`config.mk`:
```
export PLATFORM = sky130hd
export DESIGN_NAME = gcsa_top
export DESIGN_NICKNAME = d
export VERILOG_FILES = /design/src/design/gcsa_sync.v /design/src/design/gcsa_top.v
export VERILOG_INCLUDE_DIRS = /design/src /design/src/pkg
export SDC_FILE = /design/constraint.sdc
export NUM_CORES = 1
export LEC_CHECK = 0
export ABC_CLOCK_PERIOD_IN_PS = 3000
export BUFFER_PORTS_ARGS = -buffer_cell sky130_fd_sc_hd__buf_2
export CORE_MARGIN = 4
export CORE_UTILIZATION = 45
export DETAILED_ROUTE_END_ITERATION = 8
export GPL_ROUTABILITY_DRIVEN = 0
export GPL_TIMING_DRIVEN = 0
export PLACE_DENSITY = 0.7
export REMOVE_ABC_BUFFERS = 1
export SLEW_MARGIN = 20
export SYNTH_ARGS = -nofsm -noshare
export SYNTH_HDL_FRONTEND = slang
export SYNTH_SLANG_ARGS = --single-unit
```
`constraint.sdc`:
```
create_clock -name core_clk_i -period 3 [get_ports core_clk_i]
set_input_delay 0.75 -clock core_clk_i [delete_from_list [all_inputs] [get_ports core_clk_i]]
set_output_delay 0.75 -clock core_clk_i [all_outputs]
set_load 0.02 [all_outputs]
```
`src/pkg/gcsa_consts.vh`:
```
`ifndef GCSA_CONSTS_VH
`define GCSA_CONSTS_VH

// Register byte offsets
`define GCSA_CFG_OFF 8'h00
`define GCSA_LIMIT_OFF 8'h04
`define GCSA_CMD_OFF 8'h08
`define GCSA_STAT_OFF 8'h0C
`define GCSA_SENS_OFF 8'h10

// Configuration fields
`define GCSA_CFG_CONTR_LSB 0
`define GCSA_CFG_CONTR_MSB 6
`define GCSA_CFG_MODE_BIT 7
`define GCSA_CFG_FLIP_BIT 8
`define GCSA_CFG_UNIT_LSB 9
`define GCSA_CFG_UNIT_MSB 10
`define GCSA_CFG_GAS_LSB 11
`define GCSA_CFG_GAS_MSB 14
`define GCSA_CFG_SRC_LSB 15
`define GCSA_CFG_SRC_MSB 16

// Command register bits (write one to act)
`define GCSA_CMD_DEFAULTS 0
`define GCSA_CMD_FCLEAR 1
`define GCSA_CMD_FIL_ON 2
`define GCSA_CMD_FIL_OFF 3
`define GCSA_CMD_EMIS_4MA 4
`define GCSA_CMD_EMIS_100UA 5
`define GCSA_CMD_DEGAS_ON 6
`define GCSA_CMD_DEGAS_OFF 7

// Value limits and factory values
`define GCSA_CONTR_MIN 7'h01
`define GCSA_CONTR_MAX 7'h78
`define GCSA_CONTR_DEF 7'h0A
`define GCSA_GAS_N2 4'h0
`define GCSA_UNIT_TORR 2'h0
`define GCSA_UNIT_MBAR 2'h1
`define GCSA_UNIT_PA 2'h2

// Control sources
`define GCSA_SRC_DISCRETE 2'h0
`define GCSA_SRC_SERIAL 2'h1
`define GCSA_SRC_PANEL 2'h2

// Serial command codes
`define GCSA_SER_READ 3'h0
`define GCSA_SER_FIL_ON 3'h1
`define GCSA_SER_FIL_OFF 3'h2
`define GCSA_SER_DEGAS_ON 3'h3
`define GCSA_SER_DEGAS_OFF 3'h4
`define GCSA_SER_EMIS 3'h5
`define GCSA_SER_RESET 3'h6

// Fault codes
`define GCSA_FLT_NONE 2'h0
`define GCSA_FLT_OVERP 2'h1
`define GCSA_FLT_EMIS 2'h2

// Pressure codes: monotone torr scale of the measurement path
`define GCSA_P_LIMIT_MAX 16'hC000
`define GCSA_P_CUT_4MA 16'h8000
`define GCSA_P_LIMIT_DEF 16'hC000

`endif
```
`src/design/gcsa_sync.v`:
```
`timescale 1ns/1ns
module gcsa_sync #(
   parameter W = 3
) (
   // Clock and reset
   input wire core_clk_i,
   input wire rst_i,
   // Asynchronous levels in, synchronised levels out
   input wire [W-1:0] async_i,
   output wire [W-1:0] sync_o
);
   reg [W-1:0] meta_q;
   reg [W-1:0] sync_q;

   // Pins idle high: contacts are open until grounded
   always @(posedge core_clk_i or posedge rst_i) begin
      if (rst_i) begin
         meta_q <= {W{1'b1}};
         sync_q <= {W{1'b1}};
      end else begin
         meta_q <= async_i;
         sync_q <= meta_q;
      end
   end

   assign sync_o = sync_q;
endmodule // gcsa_sync

```
`src/design/gcsa_top.v`:
```
// The APB slave port and the placing of the registers were decided locally.
`timescale 1ns/1ns
`include "gcsa_consts.vh"
module gcsa_top (
   // Clock and reset
   input wire core_clk_i,
   input wire rst_i,
   // APB slave
   input wire psel_i,
   input wire penable_i,
   input wire pwrite_i,
   input wire [7:0] paddr_i,
   input wire [31:0] pwdata_i,
   output wire [31:0] prdata_o,
   output wire pready_o,
   output wire pslverr_o,
   // Discrete contact inputs, grounded when active
   input wire fil_en_n_i,
   input wire emis_sel_n_i,
   input wire degas_n_i,
   // Serial command channel from the protocol decoder
   input wire ser_cmd_valid_i,
   input wire [2:0] ser_cmd_i,
   input wire ser_arg_i,
   // Measurement path
   input wire [15:0] pressure_i,
   input wire emission_fail_i,
   input wire relay_one_i,
   // Gauge control
   output wire filament_on_o,
   output wire emission_4ma_o,
   output wire degas_on_o,
   output wire measure_en_o,
   // Display control
   output wire [6:0] contrast_o,
   output wire analysis_display_mode_o,
   output wire flip_screen_o,
   output wire [1:0] unit_o,
   output wire [3:0] gas_o,
   output wire menu_ext_o,
   output wire relay_one_indicator_o,
   output wire [1:0] fault_code_o
);

   // Pressure at or above a threshold on the monotone code scale
   function at_or_above;
      input [15:0] p;
      input [15:0] thr;
      begin
         at_or_above = (p >= thr);
      end
   endfunction

   wire [2:0] pins_sync;
   wire fil_pin;
   wire emis_pin;
   wire degas_pin;

   gcsa_sync #(.W(3)) u_sync (
      .core_clk_i(core_clk_i),
      .rst_i(rst_i),
      .async_i({degas_n_i, emis_sel_n_i, fil_en_n_i}),
      .sync_o(pins_sync)
   );
   assign fil_pin = ~pins_sync[0];
   assign emis_pin = ~pins_sync[1];
   assign degas_pin = ~pins_sync[2];

   reg [6:0] contrast_q;
   reg mode_q;
   reg flip_q;
   reg [1:0] unit_q;
   reg [3:0] gas_q;
   reg [1:0] src_q;
   reg [15:0] limit_q;
   reg [7:0] sens_q;
   reg sens_valid_q;
   reg filament_q;
   reg emis4_q;
   reg degas_q;
   reg [1:0] fault_q;
   reg measure_q;
   reg relay_ind_q;
   reg menu_ext_q;
   reg pready_q;
   reg pslverr_q;
   reg [31:0] prdata_q;

   // APB decode; the access completes in its first access cycle
   wire setup = psel_i & ~penable_i;
   wire access = psel_i & penable_i & pready_q;
   wire wr = access & pwrite_i;
   wire a_cfg = (paddr_i == `GCSA_CFG_OFF);
   wire a_lim = (paddr_i == `GCSA_LIMIT_OFF);
   wire a_cmd = (paddr_i == `GCSA_CMD_OFF);
   wire a_stat = (paddr_i == `GCSA_STAT_OFF);
   wire a_sens = (paddr_i == `GCSA_SENS_OFF);
   wire mapped = a_cfg | a_lim | a_cmd | a_stat | a_sens;
   wire wr_cfg = wr & a_cfg;
   wire wr_lim = wr & a_lim;
   wire wr_cmd = wr & a_cmd;
   wire wr_sens = wr & a_sens;

   wire cmd_def = wr_cmd & pwdata_i[`GCSA_CMD_DEFAULTS];
   wire cmd_clr = wr_cmd & pwdata_i[`GCSA_CMD_FCLEAR];
   wire [6:0] w_contr = pwdata_i[`GCSA_CFG_CONTR_MSB:`GCSA_CFG_CONTR_LSB];
   wire [1:0] w_unit = pwdata_i[`GCSA_CFG_UNIT_MSB:`GCSA_CFG_UNIT_LSB];
   wire [1:0] w_src = pwdata_i[`GCSA_CFG_SRC_MSB:`GCSA_CFG_SRC_LSB];

   // Configuration registers
   always @(posedge core_clk_i or posedge rst_i) begin
      if (rst_i) begin
         contrast_q <= `GCSA_CONTR_DEF;
         mode_q <= 1'b0;
         flip_q <= 1'b0;
         unit_q <= `GCSA_UNIT_TORR;
         gas_q <= `GCSA_GAS_N2;
         limit_q <= `GCSA_P_LIMIT_DEF;
         sens_q <= 8'h00;
         sens_valid_q <= 1'b0;
      end else if (cmd_def) begin
         contrast_q <= `GCSA_CONTR_DEF;
         mode_q <= 1'b0;
         flip_q <= 1'b0;
         unit_q <= `GCSA_UNIT_TORR;
         gas_q <= `GCSA_GAS_N2;
         limit_q <= `GCSA_P_LIMIT_DEF;
         sens_valid_q <= 1'b0;
      end else begin
         if (wr_cfg) begin
            // Out-of-range contrast keeps the committed value
            if (w_contr >= `GCSA_CONTR_MIN && w_contr <= `GCSA_CONTR_MAX) begin
               contrast_q <= w_contr;
            end
            mode_q <= pwdata_i[`GCSA_CFG_MODE_BIT];
            flip_q <= pwdata_i[`GCSA_CFG_FLIP_BIT];
            if (w_unit != 2'h3) begin
               unit_q <= w_unit;
            end
            gas_q <= pwdata_i[`GCSA_CFG_GAS_MSB:`GCSA_CFG_GAS_LSB];
         end
         if (wr_lim && !at_or_above(pwdata_i[15:0], `GCSA_P_LIMIT_MAX + 16'h0001)) begin
            limit_q <= pwdata_i[15:0];
         end
         if (wr_sens) begin
            sens_q <= pwdata_i[7:0];
            sens_valid_q <= 1'b1;
         end
      end
   end

   // Control source arbitration
   wire ser_cmd = ser_cmd_valid_i &&
      (ser_cmd_i == `GCSA_SER_FIL_ON || ser_cmd_i == `GCSA_SER_FIL_OFF ||
       ser_cmd_i == `GCSA_SER_DEGAS_ON || ser_cmd_i == `GCSA_SER_DEGAS_OFF ||
       ser_cmd_i == `GCSA_SER_EMIS);
   wire ser_rst = ser_cmd_valid_i && (ser_cmd_i == `GCSA_SER_RESET);
   wire in_disc = (src_q == `GCSA_SRC_DISCRETE);
   wire in_ser = (src_q == `GCSA_SRC_SERIAL);
   wire in_panel = (src_q == `GCSA_SRC_PANEL);
   wire takeover = in_disc & ser_cmd;
   wire ser_live = in_ser | takeover;

   always @(posedge core_clk_i or posedge rst_i) begin
      if (rst_i) begin
         src_q <= `GCSA_SRC_DISCRETE;
      end else begin
         case (src_q)
            `GCSA_SRC_DISCRETE: begin
               if (ser_cmd) begin
                  src_q <= `GCSA_SRC_SERIAL;
               end else if (wr_cfg && w_src != 2'h3 &&
                            w_src != `GCSA_SRC_SERIAL) begin
                  src_q <= w_src;
               end else if (cmd_def) begin
                  src_q <= `GCSA_SRC_DISCRETE;
               end
            end
            `GCSA_SRC_SERIAL: begin
               // Local writes cannot take control back
               if (ser_rst) begin
                  src_q <= `GCSA_SRC_DISCRETE;
               end
            end
            `GCSA_SRC_PANEL: begin
               if (cmd_def) begin
                  src_q <= `GCSA_SRC_DISCRETE;
               end else if (wr_cfg && w_src == `GCSA_SRC_DISCRETE) begin
                  src_q <= w_src;
               end
            end
            default: begin
               src_q <= `GCSA_SRC_DISCRETE;
            end
         endcase
      end
   end

   // Requests from whichever source holds control
   reg on_req;
   reg off_req;
   reg emis_set;
   reg emis_val;
   reg dg_on;
   reg dg_off;
   always @* begin
      on_req = 1'b0;
      off_req = 1'b0;
      emis_set = 1'b0;
      emis_val = emis4_q;
      dg_on = 1'b0;
      dg_off = 1'b0;
      if (ser_live) begin
         if (takeover) begin
            dg_off = 1'b1; // safe state
         end
         if (ser_cmd_valid_i) begin
            case (ser_cmd_i)
               `GCSA_SER_FIL_ON: on_req = 1'b1;
               `GCSA_SER_FIL_OFF: off_req = 1'b1;
               `GCSA_SER_DEGAS_ON: dg_on = ~takeover;
               `GCSA_SER_DEGAS_OFF: dg_off = 1'b1;
               `GCSA_SER_EMIS: begin
                  emis_set = 1'b1;
                  emis_val = ser_arg_i;
               end
               default: on_req = 1'b0;
            endcase
         end
      end else if (in_panel) begin
         on_req = wr_cmd & pwdata_i[`GCSA_CMD_FIL_ON];
         off_req = wr_cmd & pwdata_i[`GCSA_CMD_FIL_OFF];
         dg_on = wr_cmd & pwdata_i[`GCSA_CMD_DEGAS_ON];
         dg_off = wr_cmd & pwdata_i[`GCSA_CMD_DEGAS_OFF];
         if (wr_cmd & pwdata_i[`GCSA_CMD_EMIS_4MA]) begin
            emis_set = 1'b1;
            emis_val = 1'b1;
         end else if (wr_cmd & pwdata_i[`GCSA_CMD_EMIS_100UA]) begin
            emis_set = 1'b1;
            emis_val = 1'b0;
         end
      end else begin
         on_req = fil_pin;
         off_req = ~fil_pin;
         emis_set = 1'b1;
         emis_val = emis_pin;
         dg_on = degas_pin;
         dg_off = ~degas_pin;
      end
   end

   // Trip thresholds and turn-on permission
   wire [15:0] trip_thr = emis4_q ? `GCSA_P_CUT_4MA : limit_q;
   wire over_p = filament_q & at_or_above(pressure_i, trip_thr);
   wire emis_f = filament_q & emission_fail_i;
   wire fault_ev = over_p | emis_f;
   wire p_ok_4ma = ~at_or_above(pressure_i, `GCSA_P_CUT_4MA + 16'h0001);
   wire on_ok = (fault_q == `GCSA_FLT_NONE) & ~fault_ev &
      (~emis4_q | p_ok_4ma);

   // Fault latch; a new fault wins over a clear in the same cycle
   always @(posedge core_clk_i or posedge rst_i) begin
      if (rst_i) begin
         fault_q <= `GCSA_FLT_NONE;
      end else if (over_p) begin
         fault_q <= `GCSA_FLT_OVERP;
      end else if (emis_f) begin
         fault_q <= `GCSA_FLT_EMIS;
      end else if (cmd_clr) begin
         fault_q <= `GCSA_FLT_NONE;
      end
   end

   // Filament, emission and degas state
   always @(posedge core_clk_i or posedge rst_i) begin
      if (rst_i) begin
         filament_q <= 1'b0;
         emis4_q <= 1'b0;
         degas_q <= 1'b0;
         measure_q <= 1'b0;
      end else begin
         if (fault_ev) begin
            filament_q <= 1'b0;
         end else if (off_req) begin
            filament_q <= 1'b0;
         end else if (on_req && on_ok) begin
            filament_q <= 1'b1;
         end
         // Emission follows whichever source holds control
         if (emis_set) begin
            emis4_q <= emis_val;
         end
         if (fault_ev || !filament_q || dg_off || off_req) begin
            degas_q <= 1'b0;
         end else if (dg_on) begin
            degas_q <= 1'b1;
         end
         measure_q <= filament_q & ~fault_ev &
            (fault_q == `GCSA_FLT_NONE);
      end
   end

   // Display side outputs
   always @(posedge core_clk_i or posedge rst_i) begin
      if (rst_i) begin
         relay_ind_q <= 1'b0;
         menu_ext_q <= 1'b0;
      end else begin
         relay_ind_q <= relay_one_i & ~mode_q;
         menu_ext_q <= in_panel;
      end
   end

   // APB response
   wire [31:0] cfg_rd = {15'h0000, src_q, gas_q, unit_q, flip_q, mode_q,
      contrast_q};
   wire [31:0] stat_rd = {20'h0_0000, sens_valid_q, menu_ext_q,
      relay_ind_q, measure_q, fault_q, degas_q, emis4_q, filament_q,
      src_q, 1'b0};
   always @(posedge core_clk_i or posedge rst_i) begin
      if (rst_i) begin
         pready_q <= 1'b0;
         pslverr_q <= 1'b0;
         prdata_q <= 32'h0000_0000;
      end else begin
         pready_q <= setup;
         pslverr_q <= setup & ~mapped;
         if (setup && !pwrite_i) begin
            if (a_cfg) begin
               prdata_q <= cfg_rd;
            end else if (a_lim) begin
               prdata_q <= {16'h0000, limit_q};
            end else if (a_stat) begin
               prdata_q <= stat_rd;
            end else if (a_sens) begin
               prdata_q <= {24'h00_0000, sens_q};
            end else begin
               prdata_q <= 32'h0000_0000;
            end
         end
      end
   end

   assign prdata_o = prdata_q;
   assign pready_o = pready_q;
   assign pslverr_o = pslverr_q;
   assign filament_on_o = filament_q;
   assign emission_4ma_o = emis4_q;
   assign degas_on_o = degas_q;
   assign measure_en_o = measure_q;
   assign contrast_o = contrast_q;
   assign analysis_display_mode_o = mode_q;
   assign flip_screen_o = flip_q;
   assign unit_o = unit_q;
   assign gas_o = gas_q;
   assign menu_ext_o = menu_ext_q;
   assign relay_one_indicator_o = relay_ind_q;
   assign fault_code_o = fault_q;
endmodule // gcsa_top

```
==> flow_summary_export.csv <==
group,metric,value,unit
floorplanning,initial_utilization,46.69,%
final_layout,syn2layout_area_growth,16.73,%
worst_setup_path,cpMaxStageDelayCell,"a211oi_4",
floorplanning,num_rows,34,
power,power_density,461.1,mW/mm^2
worst_setup_path,criticalPathCategory,"input port to flip-flop",
detailed_routing,num_vias,3537,
final_layout,final_cell_area,0.004776,sq mm
detailed_routing,antenna_left,0,
detailed_routing,dr.pass1.iters,4,
sta,finalCritPeriodShare,95.00,%
detailed_routing,wl_per_cell,17.78,um
floorplanning,die_area,0.01068,sq mm
clocking,cts_hold_buf,0,
final_layout,final_layout_size_suffix_gt1_share,28.04,%
place,dp_worst_setup_slack,-499.0,ps
power,leakagePower,2.249,nW
logic_synthesis,synth_cells,414,
logic_synthesis,synth-compound-area-share,15.32,%
logic_synthesis,synth-edff-count,0,
worst_setup_path,cp.required,3210,ps
logic_synthesis,synth_xor_area_share,0,%
floorplanning,die_w,103.4,um
sta,finalSetupTns,0,ps
final_layout,diodes,0,
detailed_routing,wl_met1,4.685,mm
sta,min_period,2850,ps
logic_synthesis,avgSynthCellArea,9.883,sq um
logic_synthesis,muxShareOfSynthArea,9.266,%
logic_synthesis,yosysSeqAreaShare,46.18,%
sta,grt_setup_unrepaired,"false",
worst_setup_path,r2r_start,"emission_4ma_o$_DFFE_PP0P_",
worst_setup_path,startpoint_type,"input port",
global_route,antenna_found_initial,0,
clocking,postCtsSetupBuffers,0,
place,port_buffers,97,
worst_setup_path,end_kind,"flip-flop",
floorplanning,dieHeight,103.4,um
detailed_routing,wl,10.99,mm
detailed_routing,routed-wl-met3,845,um
place,placed_area,0.004599,sq mm
floorplanning,ios,128,
sta,fin_ws,149.9,ps
global_route,track_usage,20.78,%
clocking,htree_levels,3,
final_layout,layout_commonest_cell,"buf_2",
flow_run,maxCapViolations,0,
sta,clock-skew-final,14.85,ps
sta,fmax,0.3509,GHz
clocking,ctsRootBufferMaster,"clkbuf_8",
clocking,cts_resized,1,
global_route,grt_pass1_vias,3352,
clocking,numClockSinks,75,
logic_synthesis,synth-seq-cells,75,
sta,slew_headroom,29.67,%
detailed_routing,drt-initial-drc-count,207,
logic_synthesis,synth_top_family_by_area,"simple AND/OR/NAND/NOR gates",
clocking,clk_latency,350,ps
worst_setup_path,path_buf_inv,1,
place,dpl.hpwl,8.285,mm
worst_setup_path,cp.arrival,3060,ps
power,peakVddDrop,268.6,uV
sta,finalHoldViolCount,0,
clocking,clk_pin_slew,80,ps
final_layout,final_cell_mix,"buf_2, dfrtp_1, nand2_1, nor2_1, mux2i_1",
logic_synthesis,yosysWarnings,0,
logic_synthesis,synthFlopType,"dfrtp_1",
worst_hold_path,hold_class,"input port to asynchronous set/reset pin",
final_layout,fin_nets,592,
final_layout,utilization,54.50,%
worst_setup_path,crit_fanout,12,
sta,finalSetupViolCount,0,
global_route,grt_max_degree,60,
clocking,cts_max_path_buffers,2,
detailed_routing,wl_met2,5.149,mm
logic_synthesis,async_flop_share,100.0,%
global_route,gr-total-overflow,0,
detailed_routing,dr.max_layer_used,"met4",
worst_setup_path,cp-startpoint,"paddr_i[5]",
logic_synthesis,syn-cell-area,0.004091,sq mm
logic_synthesis,synth_adder_area_share,4.893,%
global_route,grt_pass1_wl,16.94,mm
worst_setup_path,crit_chain,"buf_2 -> nor4_2 -> nand4_1 -> a211oi_4 -> mux2i_1 -> nor2_1",
floorplanning,core-area,0.008763,sq mm
detailed_routing,drc_errors,0,
power,design_power_total,2.202,mW
detailed_routing,viasPerCell,5.723,
clocking,cts_buffers,9,
outcome,status,"finished clean",
logic_synthesis,ys_types,55,
clocking,cts_tree,"built",
sta,maxSlewViolCount,0,
sta,worst_pin_slew,1047,ps
worst_setup_path,cp_top_family,"simple AND/OR/NAND/NOR gates",
logic_synthesis,synth-simple-area-share,18.44,%
worst_setup_path,critical-path-max-stage-delay,730,ps
[logic make-up (layout without fill, tap and decap cells)]
| logic type | Yosys count | in the layout |
|---|---|---|
| other | 1 | 15 |
| buffers and inverters | 41 | 123 |
| muxes | 37 | 37 |
| AOI/OAI and AO/OA | 92 | 92 |
| DFF | 75 | 75 |
| adders and majority gates | 16 | 16 |
| and+or+nand+nor | 152 | 152 |
[area by class of cell]
cell class,count,area (sq um)
tap,108,135.1
clock buffer,14,162.7
sequential,75,1889
fill,806,3988
clock inverter,2,12.51
multi-input combinational,312,2023
timing repair buffer,99,520.5
inverter,8,32.53
[final timing paths]
path,end,cells past startpoint,slack [ps]
setup / recovery,contrast_o[6]$_DFFE_PP0P_,6,150
min in group core_clk_i,u_sync.sync_o[0]$_DFF_PP1_,0,360
setup reg to reg,degas_on_o$_DFFE_PP0P_,8,300
hold / removal,prdata_o[14]$_DFFE_PP0P_,2,330
max in group asynchronous,u_sync.sync_o[2]$_DFF_PP1_,3,2060
hold reg to reg,u_sync.sync_o[0]$_DFF_PP1_,0,360
[layer usage]
| layer | track usage [%] | vias to the layer above |
|---|---|---|
| met2 | 32.45 | 160 |
| met4 | 8.267 | 0 |
| li1 | - | 1668 |
| met5 | 0 | - |
| met1 | 28.37 | 1684 |
| met3 | 4.225 | 25 |
[where the power goes]
| group | total (mW) | leakage, nW | switching (mW) | internal [mW] |
|---|---|---|---|---|
| Combinational | 0.376 | 1.18 | 0.246 | 0.130 |
| Clock | 0.705 | 0.0867 | 0.359 | 0.346 |
| Sequential | 1.12 | 0.978 | 0.0596 | 1.06 |
[cells in the mapped netlist, types with 2 or more instances]
cell      instances  area [sq um]
a31oi_1          12         75.07
and4_1            2         17.52
buf_6             2         22.52
ha_1             16         200.2
mux2i_1          30         300.3
or3b_2            2         17.52
buf_4            17         127.6
dfstp_2          10         262.8
nand2_1          49         183.9
nand3_1           9         45.04
or3_1             2         12.51
buf_2             4         20.02
a21o_1            3         22.52
o21ai_0          13         65.06
inv_1             8         30.03
dfrtp_1          65          1627
nor2b_1           8         50.05
nor2_1           39         146.4
o31ai_1           4         30.03
nor4_1            6         37.54
nor4_2            3         37.54
mux2_2            7         78.83
a22oi_1          15         112.6
nand2b_1          3         18.77
nand3b_1          2         15.01
nor3_1           13         65.06
a21oi_1          25         125.1
clkbuf_1         10         37.54
and2_1            2         12.51
and3_1            2         12.51
nand4_1           7         43.79
[stage by stage]
stage / hold WS, ps / cells
final: 326.2 / 618
after global routing: 337.8 / 618
after CTS: 325.3 / 618
after detailed placement: 347.2 / 602
after global placement: 345.7 / 600
after floorplan: 345.2 / 395
[registers in the layout (all words and copies together), names as in the netlist, 2 cells and up]
| signal | count |
|---|---|
| u_sync.meta_q | 3 |
| sens_q | 8 |
| limit_q | 16 |
| src_q | 2 |
| u_sync.sync_o | 3 |
| gas_o | 4 |
| contrast_o | 7 |
| fault_code_o | 2 |
| prdata_o | 17 |
| unit_o | 2 |
Note: power is estimated with default switching activity, not from simulation.
